<file path="src/logic/status_trig_pkg.sv">
// Shared constants and types for the status byte and bus trigger block
package status_trig_pkg;

  // ****************************************************
  // Status byte layout
  // ****************************************************
  localparam int BIT_OPERATION = 7;
  localparam int BIT_MASTER = 6;
  localparam int BIT_EVENT = 5;
  localparam int BIT_OUT_AVAIL = 4;
  localparam int BIT_QUESTIONABLE = 3;
  localparam int BIT_DEVICE = 2;
  localparam logic [7:0] ZERO_BITS = 8'h03;
  localparam logic [7:0] MASTER_MASK = 8'h40;
  localparam logic [7:0] SRE_RESET = 8'h00;

  // ****************************************************
  // Buffers
  // ****************************************************
  localparam int IBUF_DEPTH = 4;
  localparam int IBUF_AW = 2;
  localparam logic [IBUF_AW:0] PTR_ONE = 3'h1;
  localparam logic [IBUF_AW:0] IBUF_FULL = 3'h4;
  localparam logic [4:0] OB_ONE = 5'h01;
  localparam logic [4:0] OB_MAX = 5'h1F;

  // ****************************************************
  // Messages and trigger source
  // ****************************************************
  typedef enum logic [1:0] {
    MSG_OTHER = 2'b00,
    MSG_TRG_CMD = 2'b01,
    MSG_GROUP_TRIG = 2'b10
  } msg_kind_t;

  typedef enum logic [1:0] {
    SRC_IMMEDIATE = 2'b00,
    SRC_BUS = 2'b01,
    SRC_EXTERNAL = 2'b10
  } trig_src_t;

  typedef struct packed {
    msg_kind_t kind;
    logic [7:0] data;
  } msg_t;

  typedef struct packed {
    logic operation_summary;
    logic event_summary;
    logic questionable_summary;
    logic device_condition_summary;
  } summaries_t;

  typedef struct packed {
    logic [7:0] status_summary_byte;
    logic [7:0] sre;
    logic rqs;
    logic [4:0] ob_count;
    msg_t [IBUF_DEPTH-1:0] ibuf;
    logic [IBUF_AW:0] wr_ptr;
    logic [IBUF_AW:0] rd_ptr;
    logic in_ready;
    logic resp_valid;
    logic [7:0] resp_data;
    logic meas_start;
    logic cmd_valid;
    logic [7:0] cmd_data;
  } state_t;

endpackage

</file>
<file path="src/logic/status_trig.sv">
// Status byte summary, service request enable and bus trigger handling
`timescale 1ns/1ns
`default_nettype none

// Behaviour
// - Status query does not clear anything
// - Query returns bits 0-5, 7, master; 0-1 zero
// - Bit 7 summarises operation status
// - Master in bit 6; request-service follows it
// - Poll shows request-service instead of master
// - Master holds until unmasked causes clear
// - Bit 5 summarises standard event register
// - Bit 4 set while output buffer holds data
// - Bit 3 summarises questionable status
// - Bit 2 summarises device status
// - Trigger command equals group execute trigger
// - Trigger starts only on bus source, waiting
// - Other bus triggers are ignored
// - Triggers queued in input buffer, in order
// - Only enabled bits feed the master
// - Enable register reads bit 6 as zero
module status_trig (
  // Clock and reset
  input wire logic clk_i,
  input wire logic rstn_i,
  // Subordinate summaries
  input wire status_trig_pkg::summaries_t summaries_i,
  // Output buffer activity
  input wire logic ob_load_i,
  input wire logic ob_read_i,
  // Controller queries and enable write
  input wire logic query_i,
  input wire logic poll_i,
  input wire logic sre_read_i,
  input wire logic sre_write_i,
  input wire logic [7:0] sre_data_i,
  // Input buffer
  input wire logic msg_valid_i,
  input wire status_trig_pkg::msg_t msg_i,
  output logic msg_ready_o,
  // Trigger system
  input wire status_trig_pkg::trig_src_t trigger_source_select_i,
  input wire logic trig_waiting_i,
  output logic meas_start_o,
  // Other input passed on in order
  output logic cmd_valid_o,
  output logic [7:0] cmd_data_o,
  // Responses
  output logic resp_valid_o,
  output logic [7:0] resp_data_o,
  output logic [7:0] status_byte_o,
  output logic srq_o
);

  // ****************************************************
  // Helpers
  // ****************************************************
  function automatic logic [7:0] with_bit6(input logic [7:0] b, input logic v);
    logic [7:0] r;
    r = b;
    r[status_trig_pkg::BIT_MASTER] = v;
    return r;
  endfunction

  function automatic logic is_trigger(input status_trig_pkg::msg_kind_t k);
    return (k == status_trig_pkg::MSG_TRG_CMD) || (k == status_trig_pkg::MSG_GROUP_TRIG);
  endfunction

  status_trig_pkg::state_t state;
  status_trig_pkg::state_t next_state;
  logic ib_empty;
  status_trig_pkg::msg_t head;
  logic [7:0] raw;
  localparam int IBUF_FILL_W = status_trig_pkg::IBUF_AW + 1;
  logic [IBUF_FILL_W-1:0] fill;
  logic trig_ok;

  assign ib_empty = (state.wr_ptr == state.rd_ptr);
  assign trig_ok = !ib_empty && is_trigger(head.kind) &&
    (trigger_source_select_i == status_trig_pkg::SRC_BUS) && trig_waiting_i;
  assign head = state.ibuf[state.rd_ptr[status_trig_pkg::IBUF_AW-1:0]];
  assign fill = state.wr_ptr - state.rd_ptr;

  // ****************************************************
  // Next state
  // ****************************************************
  always_comb begin
    next_state = state;
    next_state.meas_start = 1'b0;
    next_state.cmd_valid = 1'b0;
    next_state.resp_valid = 1'b0;

    if (sre_write_i) begin
      next_state.sre = sre_data_i;
    end

    // Output buffer occupancy; saturates rather than wraps
    if (ob_load_i && !ob_read_i && state.ob_count != status_trig_pkg::OB_MAX) begin
      next_state.ob_count = state.ob_count + status_trig_pkg::OB_ONE;
    end else if (ob_read_i && !ob_load_i && state.ob_count != '0) begin
      next_state.ob_count = state.ob_count - status_trig_pkg::OB_ONE;
    end

    raw = 8'h00;
    raw[status_trig_pkg::BIT_OPERATION] = summaries_i.operation_summary;
    raw[status_trig_pkg::BIT_EVENT] = summaries_i.event_summary;
    raw[status_trig_pkg::BIT_OUT_AVAIL] = (state.ob_count != '0);
    raw[status_trig_pkg::BIT_QUESTIONABLE] = summaries_i.questionable_summary;
    raw[status_trig_pkg::BIT_DEVICE] = summaries_i.device_condition_summary;
    // Master is a live level: it drops only when no enabled cause remains
    next_state.status_summary_byte = with_bit6(raw,
      |(raw & next_state.sre & ~status_trig_pkg::MASTER_MASK));
    next_state.rqs = next_state.status_summary_byte[status_trig_pkg::BIT_MASTER];

    // Queries only sample; nothing is cleared by reading
    if (query_i) begin
      next_state.resp_valid = 1'b1;
      next_state.resp_data = state.status_summary_byte;
    end else if (poll_i) begin
      next_state.resp_valid = 1'b1;
      next_state.resp_data = with_bit6(state.status_summary_byte, state.rqs);
    end else if (sre_read_i) begin
      next_state.resp_valid = 1'b1;
      next_state.resp_data = with_bit6(state.sre, 1'b0);
    end

    // Input buffer: one message drained per cycle, strictly in order
    if (!ib_empty) begin
      next_state.rd_ptr = state.rd_ptr + status_trig_pkg::PTR_ONE;
      if (is_trigger(head.kind)) begin
        next_state.meas_start = (trigger_source_select_i == status_trig_pkg::SRC_BUS)
          && trig_waiting_i;
      end else begin
        next_state.cmd_valid = 1'b1;
        next_state.cmd_data = head.data;
      end
    end
    if (msg_valid_i && state.in_ready) begin
      next_state.ibuf[state.wr_ptr[status_trig_pkg::IBUF_AW-1:0]] = msg_i;
      next_state.wr_ptr = state.wr_ptr + status_trig_pkg::PTR_ONE;
    end
    next_state.in_ready =
      ((next_state.wr_ptr - next_state.rd_ptr) != status_trig_pkg::IBUF_FULL);
  end

  always_ff @(posedge clk_i or negedge rstn_i) begin
    if (!rstn_i) begin
      state <= '0;
    end else begin
      state <= next_state;
    end
  end

  assign msg_ready_o = state.in_ready;
  assign meas_start_o = state.meas_start;
  assign cmd_valid_o = state.cmd_valid;
  assign cmd_data_o = state.cmd_data;
  assign resp_valid_o = state.resp_valid;
  assign resp_data_o = state.resp_data;
  assign status_byte_o = state.status_summary_byte;
  assign srq_o = state.rqs;
endmodule // status_trig

`default_nettype wire

</file>
<file path="config.mk">
export PLATFORM = sky130hd
export DESIGN_NAME = status_trig
export DESIGN_NICKNAME = d
export VERILOG_FILES = /design/src/logic/status_trig_pkg.sv /design/src/logic/status_trig.sv
export SDC_FILE = /design/constraint.sdc
export NUM_CORES = 1
export LEC_CHECK = 0
export ABC_AREA = 1
export BUFFER_PORTS_ARGS = -buffer_cell sky130_fd_sc_hd__buf_4
export CORE_MARGIN = 3
export CORE_UTILIZATION = 55
export DETAILED_ROUTE_END_ITERATION = 7
export PLACE_DENSITY = 0.84
export SYNTH_ARGS = -nofsm -noshare
export SYNTH_HDL_FRONTEND = slang
export SYNTH_SLANG_ARGS = --single-unit
</file>
<file path="constraint.sdc">
create_clock -name clk_i -period 3.4 [get_ports clk_i]
set_input_delay 0.34 -clock clk_i [delete_from_list [all_inputs] [get_ports clk_i]]
set_output_delay 0.34 -clock clk_i [all_outputs]
set_load 0.02 [all_outputs]
</file>
==> impl_results.md, run 1 <==
* Result of the run: completed
* PostCTS Resize Cnt at 0
* GR Util All Layers at 0.206
* Average wire per standard cell at 13.6 um
* Transition time at the pin with the least slew margin at just under 1000 ps
* Diode insertion count for antenna repair at 0
* Max Fanout on Critical Path at 22
* Number of DRC violations after detailed routing at 0
* Layout cells sized above 1 at 0.172
* Area added between synthesis and finish at 10.9%
* Cell type of the slowest stage on the worst timing path: dfrtp_1
* Number of buffer cells added on primary ports at 59
* HPWL after detailed placement at 5640 um
* Fraction of synthesized cell area taken by the top area cell type at 0.511
* Die Ht at approximately 93 um
* Floorplan row count at 30
* Number of failing hold endpoints at the final stage at 0
* Detailed router's first-iteration violation count at 220
* Initial antenna violation count at 0
* Max rail drop VDD at 0.389 mV
* Vias in the first global route at 3128
* Leakage dissipation at 2.34 nW
* Worst min-delay path class: input port to flop
* Count of state elements after synthesis at 84
* Share of the clock period used by the worst path at 0.661
* Number of hold buffers added after cts at 0
* Register-to-register setup slack at 1150 ps
* Antenna-violating nets left at 0
* Number of buffers on the longest clock path at 2
* CTS Root Buffer Type: clkbuf_8
* Total clock buffers created by CTS at 9
* Cell area after synthesis at 4120 um^2
* Arrival time of data at the critical path endpoint at ~2500 ps
* Cell repeated most along the worst path: nand2_1
* Seq/Total Area, Yosys at 0.511
* Total of max-cap violations at 0
* Drt via density at 5.26
* CTS Sinks at 84
* Max-slew violation count at 0
* CTS tree: done
* Finish-stage setup viols at 0
* Die ar. at 8560 um^2
* H-tree levels at 3
* Synth top area cells: dfrtp_1 51%, nand2_1 11%, o21ai_0 8.0%
* Maximum number of pins on one net before global-route repair at between 80 and 90
* Setup total negative slack at 0 ps
* WP data required at about 3700 ps
* Pwr dens at between 900 and 1000 nW/um^2
* Post-CTS Setup Repair Bufs at 0
* Remaining Overflow, GRT at 0
* RD Place Congestion at between 0.8 and 0.9
* Worst slack after detailed placement at 1170 ps
* Clock insertion delay at the later pin of the skew report at 350 ps
* Startpoint Class: flop
* Starting utilization of the core area at 0.586
* Gate count after technology mapping at 473
* Setup CP Type: flop to flop
* Detailed-routing iteration count for the pre-antenna-repair pass at 5
* Setup repair after global routing missed its margin: false
* Synthesized area per cell at 8.70 um^2
* Worst rel slew slack at 0.337
* Wire length of the first global-routing pass at 14000 um
* Type of destination of the critical path: flop
* Net count, final at about 550
* Number of placed I/O pins at 63
* Floorplan die width at just over 90 um
* Ordered list of cells on the worst path: inv_4, nand2_2, nand2_2, nand3_4, o21ai_1, ha_1, a21oi_1, nand3_1, nand2_1, nand3_1, nand2_1, nand2_1
* Maximum cell stage delay along the critical path at 510 ps
* Core footprint at 7020 um^2
* Clock transition at path regs at 80 ps
* Clock Skews at around 11 ps
* Achievable frequency at about 440 MHz
* Worst-case setup margin in the final layout at approximately 1200 ps
* Detailed-route wire length at 8200 um
* Cell type with the highest aggregate area in the netlist: dfrtp_1
* Synthesis warning total at 0
* Count of different cell masters after synthesis at 26
* Clock period minus worst slack at roughly 2200 ps
* Number of vias in the routed layout at 3166
[logic make-up (layout without fill, tap and decap cells)]
family	after synthesis	count (layout)	share of synthesized area
other	1	2	0.000911
xor gates and xnor gates	10	10	0.0231
AOI/OAI and AO/OA	78	78	0.0976
muxes	3	3	0.00821
buffers and inverters	85	117	0.109
and+or+nand+nor	201	201	0.215
adders and majority gates	11	11	0.0353
DFF	84	84	0.511
[where the power goes]
group / internal, mW / leakage, nW / switching, mW
Combinational: 0.734 / 1.24 / 1.19
Sequential: 1.38 / 1.02 / 0.270
Clock: 0.274 / 0.0811 / 0.321
Total: 2.38 / 2.34 / 1.78
[flip-flops by register name, summed over array words and instances (netlist names)]
register,cells
cmd_data_o,8
cmd_valid_o,1
meas_start_o,1
msg_ready_o,1
resp_data_o,8
resp_valid_o,1
state,58
status_byte_o,6
[worst paths after layout]
kind	from	end	cells past startpoint
hold / removal	summaries_i[0]	status_byte_o[2]	1
hold reg to reg	cmd_data_o[4]	cmd_data_o[4]	2
max in group asynchronous	rstn_i	state[54]	1
min in group asynchronous	rstn_i	resp_data_o[4]	1
setup reg to reg	state[20]	msg_ready_o	12
setup / recovery	state[20]	msg_ready_o	12
[through the flow]
stage	total power, mW	hold slack [ps]	cell area, um^2	std cells	utilization
2_1_floorplan	3.17	44.4	4120	474	-
3_3_place_gp	3.46	461	4410	589	0.629
3_5_place_dp	3.56	461	4410	589	0.629
4_1_cts	4.18	95.5	4570	602	0.651
5_1_grt	4.56	86.3	4570	602	0.651
6_report	4.16	104	4570	602	0.651
[synth_stat cells]
library cell and n:
ha_1 10, o21ai_1 1, nand4_2 1, nand2_2 3
o21ai_0 66, a21oi_1 7, buf_6 4, buf_2 4
xnor2_2 1, mux2_2 3, nand3_1 29, conb_1 1
clkbuf_1 9, nand2_1 120, buf_4 25, nand4_1 9
inv_4 1, xor2_1 3, dfrtp_1 84, nor2_1 35
nand3_4 4, fa_1 1, o211ai_1 3, xnor2_1 6
a21oi_2 1, inv_1 42
[final cells by class]
class	instances	area [um^2]
multi-input combinational	305	1570
sequential	84	2100
tap	96	120
inverter	43	164
timing repair buffer	61	458
fill	575	2450
clock inverter	2	13.8
clock buffer	11	141
[worst max-delay path, delay by kind of cell (launching register included)]
family / cells / cell delay (ps)
compound gates: 2 / 380
fa+ha+maj: 1 / 290
buf+inv: 1 / 250
flops: 1 / 510
simple gates: 8 / 720
[cells in the final DEF (no fill, tap or decap), drive strengths merged]
| cell type | netlist | routed |
|---|---|---|
| nand4 | 10 | 10 |
| inv | 43 | 43 |
| dfrtp | 84 | 84 |
| xor2 | 3 | 3 |
| xnor2 | 7 | 7 |
| clkbuf | 9 | 11 |
| nand3 | 33 | 33 |
| o211ai | 3 | 3 |
| fa | 1 | 1 |
| nor2 | 35 | 35 |
| mux2 | 3 | 3 |
| o21ai | 67 | 67 |
| a21oi | 8 | 8 |
| buf | 33 | 61 |
| ha | 10 | 10 |
| conb | 1 | 2 |
| nand2 | 123 | 123 |
| clkinv | 0 | 2 |
[layer usage]
metal	wire length [um]	track usage	up-vias
li1	-	-	1549
met1	3550	0.262	1498
met2	4000	0.334	105
met3	516	0.0520	14
met4	138	0.0879	0
met5	0	0	-
Note: power is estimated with default switching activity, not from simulation.
==> run 2: changes to the inputs <==
Settings changed: CORE_UTILIZATION 55 to 51, PLACE_DENSITY 0.84 to 0.82.
Clock period 3.4 ns to 2.05 ns, I/O delays scaled along.
==> run 2 against run 1 <==
Clock skew up 0.94 ps. Combinational power up 78%. Power up 80%. Non-clock buffer count up 14. Count of clock-buffer cells in the layout unchanged. Setup slack worse by 1100 ps. Cell count up 3.8%. Sequential cell count unchanged. Sequential share of layout area down 2.3 points. Sequential power up 65%. Critical path type unchanged. Register-to-register slack worse by 1100 ps.
==> impl_results.md, run 2 (synthesized netlist as in run 1, its figures left out) <==
* Beginning of the worst hold path: sre_data_i[0]
* Die ar. at 9190 um^2
* Diode insertion count for antenna repair at 0
* Average wire per standard cell at 13.5 um
* Number of fill cells at 630
* Wire length of the first global-routing pass at between 10000 and 15000 um
* Register-to-Register Path Depth at 13
* Number of DRC violations after detailed routing at 0
* Max Fanout on Critical Path at 6
* Crit Reg-Reg Endpoint: state[70]
* Core footprint at 7770 um^2
* Most frequent standard cell in the layout excluding fill and tap cells: nand2_1
* Clock Skews at 11.7 ps
* Achievable frequency at 507 MHz
* Max rail drop VDD at 0.536 mV
* Worst rel slew slack at 0.577
* Cell type of the slowest stage on the worst timing path: dfrtp_1
* Pwr dens at 1560 nW/um^2
* Transition time at the pin with the least slew margin at 633 ps
* Clock period minus worst slack at approximately 2000 ps
* CTS tree: done
* WP data required at 2310 ps
* Fin Hold WS at approximately 58 ps
* Vias in the first global route at around 3100
* Remaining Overflow, GRT at 0
* Result of the run: completed
* GR Util All Layers at 0.196
* Setup CP Type: flop to flop
* Worst min-delay path class: input port to flop
* Largest reg by FF count: state
* Area used by sequential logic in the layout at 2100 um^2
* Type of destination of the critical path: flop
* Number of vias in the routed layout at 3224
* Maximum cell stage delay along the critical path at 410 ps
* Leakage dissipation at 2.43 nW
* Worst setup path startpoint: state[68]
* Cell repeated most along the worst path: nand2_1
* Number of failing hold endpoints at the final stage at 0
* Worst slack after detailed placement at 67.9 ps
* Layout cells sized above 1 at 0.201
* Floorplan die width at 95.8 um
* Startpoint Class: flop
* Antenna-violating nets left at 0
* RD Place Congestion at 0.835
* Number of buffers on the longest clock path at 2
* Footprint of the multi-input gates at 1600 um^2
* Total clock buffers created by CTS at 9
* H-tree levels at 3
* Net count, final at about 560
* Share of the clock period used by the worst path at 0.962
* Flip-flop count of the largest register after layout at 58
* Number of placed I/O pins at 63
* Worst reg2reg path startpoint: state[68]
* Detailed router's first-iteration violation count at 194
* Max-slew violation count at 0
* Finish-stage setup viols at 0
* Die Ht at about 96 um
* Starting utilization of the core area at 0.530
* Final design instance area without fill at 4800 um^2
* Total of max-cap violations at 0
* Maximum number of pins on one net before global-route repair at 46
* Worst-case setup margin in the final layout at roughly 78 ps
* Clock transition at path regs at ~80 ps
* Drt via density at 5.16
* Detailed-routing iteration count for the pre-antenna-repair pass at 4
* Register-to-register setup slack at 80 ps
* Leading cell types in the layout, fill and taps excluded: 119 x nand2_1, 83 x dfrtp_1, 69 x buf_4
* Area after detailed placement at 4480 um^2
* Floorplan row count at 32
* Ordered list of cells on the worst path: nand2_1, nor2_1, nand3_1, nand2_4, ha_1, nand2_1, nand2_1, a21oi_2, inv_1, nand3_1, nand2_1, nand2_1, nand2_1
* CTS Root Buffer Type: clkbuf_8
* Clock insertion delay at the later pin of the skew report at 360 ps
* Arrival time of data at the critical path endpoint at about 2200 ps
* Hold-critical path depth at 3
* Area added between synthesis and finish at 16.7%
* Detailed-route wire length at 8440 um
* Initial antenna violation count at 0
* HPWL after detailed placement at approximately 5600 um
* Worst setup path endpoint: state[70]
* Number of buffer cells added on primary ports at 59
* CTS Sinks at 84
==> run 2: changes by cell type in the layout (fill, tap and decap cells not counted), moves of 2 or more <==
| cell | previous run | this run |
|---|---|---|
| a21oi_2 | 1 | 3 |
| buf_4 | 61 | 69 |
| clkinvlp_4 | 0 | 2 |
| bufinv_16 | 0 | 2 |
| dlygate4sd3_1 | 0 | 5 |
| a21oi_1 | 7 | 5 |
==> run 2: final cells by class <==
class	instances	share of cell area
sequential	84	0.438
multi-input combinational	305	0.332
timing repair buffer	75	0.122
inverter	43	0.0341
clock buffer	11	0.0294
tap	102	0.0266
clock inverter	5	0.0174
==> run 2: layer usage <==
metal / wire length [um] / global-route usage
met2: 4120 / 0.318
met3: 403 / 0.0461
met5: 0 / 0
met1: 3740 / 0.257
met4: 173 / 0.0687
==> run 2: critical path, delay by kind of cell, from the launching register on <==
| family | cells | cell delay [ps] |
|---|---|---|
| buffers and inverters | 1 | 70 |
| AND/OR/NAND/NOR | 10 | 930 |
| flip-flops | 1 | 410 |
| adder cells (fa/ha/maj) | 1 | 280 |
| AO/OA/AOI/OAI | 1 | 170 |
==> run 2: worst min-delay path by stage <==
stage,to
global route,state[79]
finish,state[72]
CTS,state[72]
detailed placement,cmd_data_o[7]
floorplan,cmd_data_o[0]
global placement,cmd_data_o[6]
==> run 2: repair_timing <==
item	4_1_cts	5_1_grt
setup buffers	0	3
hold endpoints to repair	43	0
hold buffers	5	0
gates resized for setup	0	9
endpoints found under the setup margin	0	2
==> run 2: through the flow <==
step	power [mW]	setup TNS [ps]	instances	utilization
final	7.47	0	625	0.619
after global routing	8.11	-35.6	625	0.619
after CTS	7.30	0	622	0.612
after detailed placement	5.92	0	601	0.576
after global placement	5.77	0	601	0.576
after floorplan	5.26	0	474	-
==> run 2: where the power goes <==
part           internal, mW  switching [mW]  leakage, nW
logic                  1.39            2.03         1.31
registers              2.28           0.435         1.02
clock network         0.724           0.610        0.106
total                  4.39            3.08         2.43
